**config.mk**
```make
export PLATFORM = sky130hd
export DESIGN_NAME = rsc_ctrl
export DESIGN_NICKNAME = d
export VERILOG_FILES = /design/src/rtl/rsc_pkg.sv /design/src/rtl/rsc_ctrl.sv
export SDC_FILE = /design/constraint.sdc
export NUM_CORES = 1
export LEC_CHECK = 0
export BUFFER_PORTS_ARGS = -buffer_cell sky130_fd_sc_hd__buf_2
export CAP_MARGIN = 20
export CORE_ASPECT_RATIO = 0.6
export CORE_MARGIN = 2
export CORE_UTILIZATION = 40
export CTS_CLUSTER_DIAMETER = 50
export DETAILED_ROUTE_END_ITERATION = 8
export SKIP_LAST_GASP = 1
export SYNTH_ARGS = -nofsm -noshare
export SYNTH_HDL_FRONTEND = slang
export SYNTH_SLANG_ARGS = --single-unit
```
**constraint.sdc**
```tcl
create_clock -name core_clk -period 11.66 [get_ports core_clk]
set_input_delay 1.166 -clock core_clk [delete_from_list [all_inputs] [get_ports core_clk]]
set_output_delay 1.166 -clock core_clk [all_outputs]
set_load 0.05 [all_outputs]
```
**src/rtl/rsc_pkg.sv**
```systemverilog
// Package of constants, opcodes and carriers for the return stack control decoder
package rsc_pkg;

  // Instruction word and register widths, and stack depth
  localparam int RSC_INSTR_W = 16;
  localparam int RSC_PC_W = 21;
  localparam int RSC_REG_W = 8;
  localparam int RSC_STACK_DEPTH = 31;

  // Fixed opcodes
  localparam logic [15:0] RSC_OPC_NOP = 16'h0000;
  localparam logic [15:0] RSC_OPC_PUSH = 16'h0005;
  localparam logic [15:0] RSC_OPC_POP = 16'h0006;
  localparam logic [15:0] RSC_OPC_RESET = 16'h00ff;
  // Interrupt return: upper fifteen bits fixed, bit 0 is the fast-return select
  localparam logic [14:0] RSC_OPC_RETI_HI = 15'h0008;
  localparam int RSC_FAST_BIT = 0;
  // Relative call: top five bits fixed, eleven-bit signed offset below
  localparam logic [4:0] RSC_OPC_RELATIVE_CALL_OP_HI = 5'h1b;
  localparam int RSC_OFS_W = 11;
  // Top nibble that always decodes as a no-operation
  localparam logic [3:0] RSC_NOP_NIBBLE = 4'hf;

  // Program counter step for one instruction word
  localparam logic [RSC_PC_W-1:0] RSC_PC_STEP = 21'h000002;

  // Reset values
  localparam logic [RSC_PC_W-1:0] RSC_PC_RST = 21'h000000;
  localparam logic [RSC_REG_W-1:0] RSC_REG_RST = 8'h00;
  localparam logic RSC_GIE_RST = 1'b0;

  // Decoded operation
  typedef enum logic [2:0] {
    RSC_OP_NOP = 3'b000,
    RSC_OP_POP = 3'b001,
    RSC_OP_PUSH = 3'b010,
    RSC_OP_RELATIVE_CALL_OP = 3'b011,
    RSC_OP_RESET = 3'b100,
    RSC_OP_RETI = 3'b101,
    RSC_OP_OTHER = 3'b110
  } rsc_op_t;

  // Execution state
  typedef enum logic [0:0] {
    RSC_ST_EXEC = 1'b0,
    RSC_ST_SECOND = 1'b1
  } rsc_state_t;

  // Working, status and bank-select registers travel together
  typedef struct packed {
    logic [RSC_REG_W-1:0] working;
    logic [RSC_REG_W-1:0] status;
    logic [RSC_REG_W-1:0] bank_select_register;
  } rsc_core_regs_t;

endpackage

```
**src/rtl/rsc_ctrl.sv**
```systemverilog
// Decoder and executor for the no-operation, stack, relative call, reset and interrupt return ops
// Overview of operation
// [RL1] Explicit pop removes the top stack entry and discards its value.
// [RL2] After pop, the entry pushed before the discarded one becomes top.
// [RL3] Explicit push places program counter plus two onto the stack top.
// [RL4] Push moves the former top one level deeper; nothing stored is lost.
// [RL5] Relative call first pushes program counter plus two as return address.
// [RL6] Relative call loads program counter plus two plus twice signed offset.
// [RL7] Relative call takes two cycles; the second does nothing.
// [RL8] Software reset returns all registers and flags to master clear values.
// [RL9] Interrupt return pops the stack into the program counter.
// [RL10] Interrupt return sets the high or low priority global enable.
// [RL11] Fast return bit set copies the three shadows into live registers.
// [RL12] Fast return bit clear leaves working, status and bank select alone.
// [RL13] Interrupt return takes two cycles; program counter latches stay unchanged.
// [RL14] All-zero opcode and top nibble 1111 are one-cycle no-operations.
// [RL15] Push, pop and no-operation take one cycle and change no flag. A push past full or a pop from empty sets the overflow or underflow flag.
`timescale 1ns/1ps
module rsc_ctrl #(
  parameter int STACK_DEPTH = rsc_pkg::RSC_STACK_DEPTH
) (
  // Clock and reset
  input wire logic core_clk,
  input wire logic rst_n,
  // Instruction from the fetch unit
  input wire logic instr_valid,
  input wire logic [rsc_pkg::RSC_INSTR_W-1:0] instr_word,
  output logic instr_ready_q,
  // Register file side
  input wire logic core_regs_wr_en,
  input wire rsc_pkg::rsc_core_regs_t core_regs_wr,
  input wire rsc_pkg::rsc_core_regs_t shadow_regs,
  output rsc_pkg::rsc_core_regs_t core_regs_q,
  // Interrupt logic side
  input wire logic int_high_level_active,
  output logic high_priority_global_int_enable_q,
  output logic low_priority_global_int_enable_q,
  // Program counter, latches and stack state
  output logic [rsc_pkg::RSC_PC_W-1:0] program_counter_q,
  output logic [rsc_pkg::RSC_REG_W-1:0] pc_upper_latch_q,
  output logic [rsc_pkg::RSC_REG_W-1:0] pc_high_latch_q,
  output logic [rsc_pkg::RSC_PC_W-1:0] stack_top_entry_q,
  output logic [$clog2(STACK_DEPTH+1)-1:0] stack_level_q,
  output logic stack_overflow_q,
  output logic stack_underflow_q,
  output logic soft_reset_pulse_q
);
  import rsc_pkg::*;

  localparam int PTR_W = $clog2(STACK_DEPTH + 1);
  localparam logic [PTR_W-1:0] PTR_ONE = PTR_W'(1);
  localparam logic [PTR_W-1:0] PTR_TWO = PTR_W'(2);
  localparam logic [PTR_W-1:0] PTR_FULL = PTR_W'(STACK_DEPTH);

  // Opcode decoding, shared by the datapath and the checks
  function automatic rsc_op_t rsc_decode(input logic [RSC_INSTR_W-1:0] w);
    rsc_op_t op;
    op = RSC_OP_OTHER;
    if (w == RSC_OPC_NOP || w[15:12] == RSC_NOP_NIBBLE) begin
      op = RSC_OP_NOP; // RL14
    end else if (w == RSC_OPC_POP) begin
      op = RSC_OP_POP;
    end else if (w == RSC_OPC_PUSH) begin
      op = RSC_OP_PUSH;
    end else if (w == RSC_OPC_RESET) begin
      op = RSC_OP_RESET;
    end else if (w[15:1] == RSC_OPC_RETI_HI) begin
      op = RSC_OP_RETI;
    end else if (w[15:11] == RSC_OPC_RELATIVE_CALL_OP_HI) begin
      op = RSC_OP_RELATIVE_CALL_OP;
    end
    return op;
  endfunction

  rsc_state_t state_q;
  rsc_op_t op;
  logic take;
  logic push_en;
  logic pop_en;
  logic soft_rst;
  logic fast_ret;
  logic stack_full;
  logic stack_empty;
  logic [RSC_PC_W-1:0] pc_plus2;
  logic [RSC_PC_W-1:0] relative_call_op_target;
  logic [RSC_PC_W-1:0] below_top;
  logic [RSC_PC_W-1:0] stack_mem [STACK_DEPTH];

  // Decode of the word taken this cycle
  assign op = rsc_decode(instr_word);
  assign take = instr_valid && instr_ready_q;
  assign push_en = take && (op == RSC_OP_PUSH || op == RSC_OP_RELATIVE_CALL_OP); // RL3 RL5
  assign pop_en = take && (op == RSC_OP_POP || op == RSC_OP_RETI); // RL1 RL9
  assign soft_rst = take && (op == RSC_OP_RESET);
  assign fast_ret = take && (op == RSC_OP_RETI) && instr_word[RSC_FAST_BIT];
  assign stack_full = (stack_level_q == PTR_FULL);
  assign stack_empty = (stack_level_q == '0);

  // Return address and relative call target
  assign pc_plus2 = program_counter_q + RSC_PC_STEP;
  assign relative_call_op_target = pc_plus2 +
    {{(RSC_PC_W-RSC_OFS_W-1){instr_word[RSC_OFS_W-1]}}, instr_word[RSC_OFS_W-1:0], 1'b0}; // RL6

  // Entry one level under the top, which surfaces on a pop
  assign below_top = (stack_level_q >= PTR_TWO) ? stack_mem[stack_level_q - PTR_TWO] : '0;

  // Two-cycle ops hold off the fetch unit for one idle cycle
  always_ff @(posedge core_clk or negedge rst_n) begin
    if (!rst_n) begin
      state_q <= RSC_ST_EXEC;
      instr_ready_q <= 1'b1;
    end else begin
      case (state_q)
        RSC_ST_EXEC: begin
          if (take && (op == RSC_OP_RELATIVE_CALL_OP || op == RSC_OP_RETI)) begin
            state_q <= RSC_ST_SECOND; // RL7 RL13
            instr_ready_q <= 1'b0;
          end
        end
        RSC_ST_SECOND: begin
          state_q <= RSC_ST_EXEC; // RL7
          instr_ready_q <= 1'b1;
        end
        default: begin
          state_q <= RSC_ST_EXEC;
          instr_ready_q <= 1'b1;
        end
      endcase
    end
  end

  // Program counter update
  always_ff @(posedge core_clk or negedge rst_n) begin
    if (!rst_n) begin
      program_counter_q <= RSC_PC_RST;
    end else if (soft_rst) begin
      program_counter_q <= RSC_PC_RST; // RL8
    end else if (take) begin
      case (op)
        RSC_OP_RELATIVE_CALL_OP: program_counter_q <= relative_call_op_target; // RL6
        RSC_OP_RETI: program_counter_q <= stack_top_entry_q; // RL9
        default: program_counter_q <= pc_plus2; // RL15
      endcase
    end
  end

  // Latches change only on reset; the interrupt return leaves them alone
  always_ff @(posedge core_clk or negedge rst_n) begin
    if (!rst_n) begin
      pc_upper_latch_q <= RSC_REG_RST;
      pc_high_latch_q <= RSC_REG_RST;
    end else if (soft_rst) begin
      pc_upper_latch_q <= RSC_REG_RST; // RL8
      pc_high_latch_q <= RSC_REG_RST;
    end
  end

  // Stack storage; a push past full or pop from empty only raises a flag
  always_ff @(posedge core_clk) begin
    if (push_en && !stack_full) begin
      stack_mem[stack_level_q] <= pc_plus2; // RL3 RL5
    end
  end

  // Stack pointer and registered top entry
  always_ff @(posedge core_clk or negedge rst_n) begin
    if (!rst_n) begin
      stack_level_q <= '0;
      stack_top_entry_q <= RSC_PC_RST;
    end else if (soft_rst) begin
      stack_level_q <= '0; // RL8
      stack_top_entry_q <= RSC_PC_RST;
    end else if (push_en && !stack_full) begin
      stack_level_q <= stack_level_q + PTR_ONE; // RL4
      stack_top_entry_q <= pc_plus2; // RL3
    end else if (pop_en && !stack_empty) begin
      stack_level_q <= stack_level_q - PTR_ONE; // RL1
      stack_top_entry_q <= below_top; // RL2
    end
  end

  // Sticky stack error flags, cleared only by reset
  always_ff @(posedge core_clk or negedge rst_n) begin
    if (!rst_n) begin
      stack_overflow_q <= 1'b0;
      stack_underflow_q <= 1'b0;
    end else if (soft_rst) begin
      stack_overflow_q <= 1'b0; // RL8
      stack_underflow_q <= 1'b0;
    end else begin
      if (push_en && stack_full) begin
        stack_overflow_q <= 1'b1;
      end
      if (pop_en && stack_empty) begin
        stack_underflow_q <= 1'b1;
      end
    end
  end

  // Working, status and bank select; this block's ops win over a file write
  always_ff @(posedge core_clk or negedge rst_n) begin
    if (!rst_n) begin
      core_regs_q <= '{RSC_REG_RST, RSC_REG_RST, RSC_REG_RST};
    end else if (soft_rst) begin
      core_regs_q <= '{RSC_REG_RST, RSC_REG_RST, RSC_REG_RST}; // RL8
    end else if (fast_ret) begin
      core_regs_q <= shadow_regs; // RL11
    end else if (core_regs_wr_en && !(take && op == RSC_OP_RETI)) begin
      core_regs_q <= core_regs_wr; // RL12
    end
  end

  // Global interrupt enables
  always_ff @(posedge core_clk or negedge rst_n) begin
    if (!rst_n) begin
      high_priority_global_int_enable_q <= RSC_GIE_RST;
      low_priority_global_int_enable_q <= RSC_GIE_RST;
    end else if (soft_rst) begin
      high_priority_global_int_enable_q <= RSC_GIE_RST; // RL8
      low_priority_global_int_enable_q <= RSC_GIE_RST;
    end else if (take && op == RSC_OP_RETI) begin
      if (int_high_level_active) begin
        high_priority_global_int_enable_q <= 1'b1; // RL10
      end else begin
        low_priority_global_int_enable_q <= 1'b1; // RL10
      end
    end
  end

  // One-cycle notice of a software reset to the rest of the core
  always_ff @(posedge core_clk or negedge rst_n) begin
    if (!rst_n) begin
      soft_reset_pulse_q <= 1'b0;
    end else begin
      soft_reset_pulse_q <= soft_rst; // RL8
    end
  end
endmodule // rsc_ctrl

```
Word level (Yosys, flattened, before mapping) --
Memories as Yosys holds them, arrays and structs flattened. Cells that the tools add are included.
Word-level totals: flip-flop bits (word level) 78, memory bits (writable) 651, bits of input ports 69, output and inout bits 93, logic and storage cells 100, memories kept 1
Operators by class: $add $sub $neg 5, order comparisons 1, equality and inequality tests 14, multiplexer cells 35, bitwise logic cells 1, reductions and logical operators 30
Memory list:
- stack_mem | words 31, bits a word 21, rd ports 1, clocked after memory_dff 0, wr ports 1, line rsc_ctrl.sv:87 | logic [RSC_PC_W-1:0] stack_mem [STACK_DEPTH];
Operator list (number):
- 21-bit 2-to-1 mux | 6
- 24-bit 2-to-1 mux | 3
- 21-bit case mux with 2 select lines | 1
- 16-bit by 3-bit == test with 1-bit output, second input constant | 2
- 21-bit by 2-bit adder with 21-bit output, second input constant | 1
- 21-bit adder | 1
- 3-bit 2-to-1 mux | 6
- 16-bit by 8-bit == test with 1-bit output, second input constant | 1
- 16-bit zero test | 1
- 15-bit by 4-bit == test with 1-bit output, second input constant | 1
- 5-bit 2-to-1 mux | 3
- 1-bit 2-to-1 mux | 14
- 1-bit logical AND | 12
- 5-bit == test, second input constant | 2
- 2-bit nonzero test | 5
- 3-bit by 2-bit == test with 1-bit output, second input constant | 2
- 3-bit == test, second input constant | 2
- 3-bit nonzero test | 2
- 5-bit by 1-bit adder with 5-bit output, second input constant | 1
- 5-bit by 2-bit >= comparator with 1-bit output, second input constant | 1
- 5-bit zero test | 1
- 5-bit by 1-bit subtractor with 5-bit output, second input constant | 1
- 5-bit by 2-bit subtractor with 5-bit output, second input constant | 1
- 4-bit == test, second input constant | 1
- 8 further kinds | 15

Depth between registers and ports, before layout --
Gate-level depths: netlist (run 1).
depth after elaboration 14, gate-level depth with buffers 16, mapped depth without buffers 14

Worst setup path before layout (run 1) --
No wires, ideal clock.
path type register to register, start point reg program_counter_q[3] in the netlist's numbering, end point reg program_counter_q[18] in the netlist's numbering, setup time 0.126 ns, arrival time 4.229 ns, data required time 11.534 ns, setup slack 7.305 ns, cell stages (with the launch flop) 14, buffers on the path 2, clock period less this slack 4.355 ns, cells stage by stage dfrtp_1 > clkbuf_1 > nand3_1 > nor3_1 > and3_1 > xor2_1 > ha_1 > clkbuf_1 > a21oi_1 > o21ai_0 > a31oi_1 > or3_1 > nand3_1 > a221o_1
Between the ends: word-level cells in the longest chain between the ends 5
Ends and longest elaborated chain:
- start: declaration | line rsc_ctrl.sv:39 | output logic [rsc_pkg::RSC_PC_W-1:0] program_counter_q,
- start signal: assignment | line rsc_ctrl.sv:140 | RSC_OP_RELATIVE_CALL_OP: program_counter_q <= relative_call_op_target;
- start signal: assignment | line rsc_ctrl.sv:141 | RSC_OP_RETI: program_counter_q <= stack_top_entry_q;
- start signal: assignment | line rsc_ctrl.sv:142 | default: program_counter_q <= pc_plus2;
- 21-bit by 2-bit adder with 21-bit output | line rsc_ctrl.sv:100 | assign pc_plus2 = program_counter_q + RSC_PC_STEP;
- via pc_plus2[13] | line rsc_ctrl.sv:84 | logic [RSC_PC_W-1:0] pc_plus2;
- 21-bit adder | line rsc_ctrl.sv:101 | assign relative_call_op_target = pc_plus2 +
- 21-bit case mux with 2 select lines | line rsc_ctrl.sv:139 | case (op)
- 21-bit 2-to-1 mux | line rsc_ctrl.sv:138 | end else if (take) begin
- 21-bit 2-to-1 mux | line rsc_ctrl.sv:136 | end else if (soft_rst) begin
The timed path passes the listed nets, and every way through them passes these cells. The select of a mux whose other input is x is not followed. A chain may end at the register's enable or synchronous reset.

Worst setup path in the final report (run 1) --
start point reg program_counter_q[3] in the netlist's numbering, end point reg program_counter_q[15] in the netlist's numbering
The elaborated chain is that of the path after synthesis.

==> results of run 1 <==
==> cell usage after synthesis, types with 3 or more instances <==
library cell  count
nor2_1          109
a21oi_1          75
a31oi_1          22
nand3b_1          3
xnor2_1          21
edfxtp_1        651
mux4_2          156
a21o_1            4
o21a_1            5
and3_1           15
nand4_1          17
ha_1             25
mux2i_1          26
or3_1             4
nand3_1          28
buf_1             6
nand2_1         133
a311oi_1          3
o22ai_1          24
o21ai_1           4
a211oi_1         26
a221o_1           7
inv_1            24
xor2_1           18
dfrtp_1          77
buf_4            24
a221oi_1         13
a22oi_1          30
or4_1             5
nand2b_1          3
nor2b_1           4
mux2_2            6
clkbuf_1         56
nor4_1            3
and2_1            4
and4_1            6
o21ai_0          80
nor3_1           15
buf_2            25
==> power groups by stage <==
stage	clock network, µW	registers [µW]	logic [µW]
4_1_cts	2210	3370	2610
3_3_place_gp	0	3430	2570
2_1_floorplan	0	3580	1430
5_1_grt	2320	3380	2810
3_5_place_dp	0	3430	2600
6_report	2180	3380	2660
==> layout by cell type (no fill, tap or decap), types with 13 or more instances in the layout <==
cell type / n
buf_2: 145
nor3_1: 15
clkinv_1: 14
nand2_1: 133
a211oi_1: 26
nor2_2: 31
dfrtp_1: 75
and3_1: 15
buf_4: 60
mux2i_1: 26
clkbuf_16: 67
o21ai_0: 80
a22oi_1: 30
nand3_1: 28
mux4_2: 156
inv_1: 24
a31oi_1: 22
nand4_1: 17
a21oi_1: 75
o22ai_1: 23
conb_1: 16
ha_1: 25
a221oi_1: 13
xor2_1: 14
nor2_1: 79
edfxtp_1: 651
xnor2_1: 15
==> routing by layer <==
layer,vias to the layer above,wire [µm],part of all wire,GRT usage
li1,7528,-,-,-
met5,-,0,0,0
met3,95,8970,0.11,0.0533
met1,9526,39400,0.47,0.348
met4,0,1270,0.015,0.0429
met2,924,34800,0.41,0.286
==> logic make-up (layout without fill, tap and decap cells) <==
kind of cell,Yosys count,after routing,share of synthesized area
buffers and inverters,139,361,0.0215
AND/OR/NAND/NOR,361,361,0.0549
XOR/XNOR,39,39,0.0113
adder cells (fa/ha/maj),27,27,0.0116
other,1,16,0.000124
AO/OA/AOI/OAI,313,313,0.0651
flip-flops,729,729,0.709
multiplexers,188,188,0.127
==> flip-flops by register name, indices dropped and copies added (netlist names) <==
name	count
core_regs_q	24
high_priority_global_int_enable_q	1
instr_ready_q	1
low_priority_global_int_enable_q	1
program_counter_q	21
soft_reset_pulse_q	1
stack_level_q	5
stack_mem	651
stack_overflow_q	1
stack_top_entry_q	21
stack_underflow_q	1
state_q	1
==> worst max path at each step <==
stage | startpoint | to | slack [ns] | depth (start not counted)
final | program_counter_q[3] | program_counter_q[15] | 7.19 | 13
after CTS | program_counter_q[1] | program_counter_q[12] | 7.30 | 13
after floorplan | program_counter_q[3] | program_counter_q[18] | 7.30 | 13
after global routing | program_counter_q[3] | program_counter_q[15] | 6.87 | 13
after global placement | instr_word[10] | stack_top_entry_q[0] | 6.78 | 7
after detailed placement | instr_word[12] | stack_level_q[4] | 7.11 | 13
==> final cells by class <==
cell class / count / share of cell area
sequential: 729 / 0.619
multi-input combinational: 944 / 0.242
clock buffer: 80 / 0.0502
timing repair buffer: 214 / 0.0390
tap: 1000 / 0.0360
clock inverter: 41 / 0.0110
inverter: 26 / 0.00281
==> critical path, cell delays in order, from the launching register on <==
cell and delay (ns):
dfrtp_1 0.56, nand4_1 0.21, nor3_1 0.79, nand2_1 0.15
xor2_1 0.26, inv_1 0.50, ha_1 0.65, o21ai_0 0.16
o21ai_0 0.25, nand2_1 0.08, o21ai_0 0.19, xor2_1 0.16
a222oi_1 0.24, a21oi_1 0.11
==> per-stage QoR <==
stage,area [µm²],setup WS (ns),util
2_1_floorplan,30400,7.30,-
3_3_place_gp,32500,6.78,0.431
5_1_grt,34800,6.87,0.461
4_1_cts,34700,7.30,0.460
6_report,34800,7.19,0.461
3_5_place_dp,32500,7.11,0.432
==> impl_metrics.csv, run 1 <==
group,metric,value,unit
setup_path,end_kind,"flop",
timing,hold_viol,0,
die,core-area,0.0753,mm²
clock_network,ctsHoldBuffers,0,
setup_path,reg2reg_depth,13,
pwr,leakagePower,0.0116,µW
setup_path,timing.rr.start,"program_counter_q[3]",
drt,vias,18073,
drt,antenna_left,0,
global_routing,grt_pass1_vias,17105,
placement,port_buffers,145,
synthesis,synth_area_per_cell,16.9,µm²
clock_network,cts_buffers,66,
synthesis,synth_async_sr_flop_share,0.107,
clock_network,cts_tree,"yes",
setup_path,r2r_slack,7.19,ns
pwr,p_seq_frac,0.411,
timing,slew_violations,0,
synthesis,yosysWarningCount,0,
outcome,status,"finished clean",
pwr,power_frac_comb,0.323,
cells_and_area,syn2layout_area_growth,14.6,%
pwr,total_power,8210,µW
synthesis,netlist_instances,1797,
synthesis,postSynthRegisterBits,729,
cells_and_area,fin_nets,2077,
drt,vias_per_cell,5.96,
synthesis,synth_ff_type,"edfxtp_1",
setup_path,path_max_fanout,32,
timing,fin_crit,4.47,ns
synthesis,synth_top_area_frac,0.644,
clock_network,clock-sinks,729,
synthesis,synth_top_area_cell,"edfxtp_1",
cells_and_area,diodes,0,
setup_path,cp.arrival,4.93,ns
pwr,powerDensity,236,mW/mm²
cells_and_area,fin_cells,3034,
clock_network,cts-root-buf,"clkbuf_16",
die,die_w,360,µm
placement,dp_cells,2909,
global_routing,grt_max_degree,143,
global_routing,grt_use_total,0.214,
die,initial_core_util,0.403,
synthesis,syn_area,0.0303,mm²
timing,final.setup.tns,0,ns
timing,setup_violations,0,
drt,drt_iter0_markers,2729,
drt,routed_wl,84500,µm
clock_network,htreeDepth,3,
clock_network,cts.clk_slew.worst_paths,0.07,ns
setup_path,path_class,"flop to flop",
timing,rsz0062_at_grt,"no",
job,cap_violations,0,
clock_network,clock_path_buffers,3,
die,die_area,0.0781,mm²
synthesis,ys_seq_area_frac,0.709,
placement,hpwl,53500,µm
timing,whs,0.435,ns
global_routing,antenna_found_initial,5,
pwr,intPower,5230,µW
global_routing,grt_pass1_wl,121000,µm
pwr,sw_frac_of_total,0.363,
cells_and_area,fillers,6416,
hold_path,min_path_type,"primary input to asynchronous set/reset pin",
drt,wl_per_cell,27.8,µm
timing,clock_skew,0.0216,ns
cells_and_area,multi_input_area,0.00842,mm²
timing,fmax,224,MHz
global_routing,grt.overflow.total,0,
timing,worstMarginPinSlew,1.17,ns
cells_and_area,drive_above_1_share,0.260,
setup_path,startpoint_type,"flop",
die,rows,78,
clock_network,post_cts_buffers,0,
drt,firstDrtPassIters,5,
cells_and_area,regArea,0.0215,mm²
die,die_y,217,µm
clock_network,post_cts_resized,0,
setup_path,critPathRequiredTime,12.12,ns
setup_path,rr_endpoint,"program_counter_q[15]",
timing,relSlewSlack,0.213,
pwr,ir_drop,0.000162,V
synthesis,synth-edff-count,651,
timing,period_share,0.383,
synthesis,synth.distinct_cells,71,
synthesis,synthTopCellsByArea,"edfxtp_1 64%, mux4_2 12%, dfrtp_1 6.4%, nand2_1 1.6%, nor2_1 1.3%",
die,ios,162,
drt,drc,0,
placement,gp_congestion,0.955,
clock_network,clkLatencyLatePin,0.61,ns
pwr,power_frac_clock,0.265,
pwr,netSwitchingPower,2980,µW
(Power assumes the default switching activity.)
==> run 2, diff against run 1 <==
==> constraint.sdc (replaced) <==
create_clock -name core_clk -period 4 [get_ports core_clk]
set_input_delay 0.4 -clock core_clk [delete_from_list [all_inputs] [get_ports core_clk]]
set_output_delay 0.4 -clock core_clk [all_outputs]
set_load 0.05 [all_outputs]
==> run 2 against run 1 <==
Net effect: first-iteration DRC count down 9.9%; largest power group unchanged; sequential power rose to 2.9 times the previous value; count of clock-buffer cells in the layout down 3; final area up 1.1%; final cell count up 1.3%.
==> impl_metrics.csv, run 2 (synthesis results as in run 1) <==
group,metric,value,unit
placement,port_buffers,145,
drt,vias,17962,
clock_network,clock_path_buffers,3,
cells_and_area,regArea,0.0215,mm²
drt,firstDrtPassIters,6,
cells_and_area,layout_common_cells,"651 x edfxtp_1, 156 x mux4_2, 144 x buf_2",
global_routing,use_met3,0.0400,
cells_and_area,final_area,0.0351,mm²
clock_network,cts_buffers,66,
cells_and_area,fin_cells,3074,
pwr,powerDensity,687,mW/mm²
global_routing,grt_use_total,0.212,
die,ios,162,
cells_and_area,syn2layout_area_growth,15.8,%
timing,worstMarginPinSlew,1.08,ns
clock_network,htreeDepth,3,
cells_and_area,multi_input_area,0.00842,mm²
die,rows,78,
global_routing,grtUsageMet2,0.286,
clock_network,clock-sinks,729,
cells_and_area,fin_nets,2117,
drt,routed_wl,83100,µm
die,core-area,0.0753,mm²
setup_path,path_class,"flop to flop",
drt,drc,0,
setup_path,path_max_fanout,5,
clock_network,post_cts_buffers,0,
cells_and_area,fillers,6452,
placement,hpwl,54600,µm
setup_path,critPathRequiredTime,4.46,ns
setup_path,end_kind,"flop",
pwr,power_frac_clock,0.271,
drt,antenna_left,0,
setup_path,startpoint_type,"flop",
clock_network,clkLatencyLatePin,0.61,ns
global_routing,grt_pass1_vias,17150,
timing,rsz0062_at_grt,"no",
timing,whs,0.0771,ns
clock_network,cts_tree,"yes",
pwr,netSwitchingPower,8570,µW
global_routing,grt_pass1_wl,121000,µm
drt,drt_iter0_markers,2459,
die,die_y,217,µm
placement,gp_congestion,0.956,
pwr,intPower,15600,µW
timing,fmax,275,MHz
die,initial_core_util,0.403,
placement,postPlaceCellArea,0.0329,mm²
global_routing,globalRoute.busiestLayer,"met1",
die,die_w,360,µm
cells_and_area,largest_reg_flops,651,
outcome,status,"finished clean",
cells_and_area,final_core_util,0.466,
pwr,ir_drop,0.000390,V
pwr,leakagePower,0.0118,µW
timing,period_share,0.910,
die,die_area,0.0781,mm²
pwr,power_frac_comb,0.327,
clock_network,cts-root-buf,"clkbuf_16",
setup_path,cp.arrival,4.10,ns
timing,slew_violations,0,
global_routing,grt.overflow.total,0,
cells_and_area,largest_register,"stack_mem",
cells_and_area,layout_commonest_cell,"edfxtp_1",
global_routing,use_met1,0.352,
placement,dp_cells,2952,
cells_and_area,top_regs,"stack_mem (651), core_regs_q (24)",
timing,final.setup.tns,0,ns
timing,clock_skew,0.0236,ns
timing,relSlewSlack,0.274,
drt,wl_per_cell,27.0,µm
timing,fin_crit,3.64,ns
pwr,p_seq_frac,0.403,
global_routing,antenna_found_initial,0,
cells_and_area,drive_above_1_share,0.275,
clock_network,cts.clk_slew.worst_paths,0.07,ns
timing,hold_viol,0,
drt,vias_per_cell,5.84,
global_routing,grt_max_degree,128,
hold_path,min_path_type,"primary input to flop",
job,cap_violations,0,
pwr,sw_frac_of_total,0.355,
timing,setup_violations,0,
-- run 2: final timing paths --
path | slack (ns) | cells after the start | startpoint | to
min in group asynchronous | 0.33 | 2 | rst_n | program_counter_q[18]
max reg2reg | 0.36 | 13 | program_counter_q[2] | program_counter_q[12]
max | 0.36 | 13 | program_counter_q[2] | program_counter_q[12]
min | 0.08 | 3 | int_high_level_active | high_priority_global_int_enable_q
min reg2reg | 0.47 | 1 | state_q | state_q
max in group asynchronous | 2.69 | 3 | rst_n | core_regs_q[22]
-- run 2: metrics by stage --
stage,total power (µW),worst slack (ns)
4_1_cts,24200,0.291
3_3_place_gp,17600,0.358
2_1_floorplan,14600,0.0167
6_report,24100,0.359
3_5_place_dp,17700,0.288
5_1_grt,25000,0.0747
-- run 2: power groups by stage --
| stage | combinational [µW] | clock, µW | sequential (µW) |
|---|---|---|---|
| 2_1_floorplan | 4170 | 0 | 10400 |
| 3_3_place_gp | 7770 | 0 | 9860 |
| 3_5_place_dp | 7840 | 0 | 9870 |
| 4_1_cts | 7860 | 6620 | 9710 |
| 5_1_grt | 8390 | 6920 | 9740 |
| 6_report | 7880 | 6530 | 9720 |
-- run 2: routing by layer --
metal  vias to the layer above  wire length, µm
met1                      9364            39700
met4                         0             1240
met3                       102             7890
li1                       7617                -
met5                         -                0
met2                       879            34300
-- run 2: what timing repair did --
| action | 4_1_cts | 5_1_grt |
|---|---|---|
| endpoints found under the setup margin | 0 | 1 |
| hold buffers | 1 | 0 |
| resized for setup | 0 | 1 |
| hold endpoints to repair | 41 | 0 |
-- run 2: area by class of cell --
cell class,instances,share of cell area
diodes,2,0.000142
clock buffers,77,0.0500
clock inverters,42,0.0129
inverters,26,0.00278
multi-input cells,944,0.240
flip-flops and latches,729,0.612
well taps,1000,0.0356
repair buffers,254,0.0466
-- run 2: critical path, stage by stage, from the launching register on --
cell       delay, ns
dfrtp_1         0.42
ha_1            0.32
nand2_1         0.11
nor2_1          0.16
xnor2_1         0.22
inv_1           0.13
ha_1            0.36
a2111oi_0       0.39
o21ai_0         0.39
a41oi_2         0.39
nand2_1         0.10
xor2_1          0.15
a221oi_1        0.25
a21oi_1         0.10
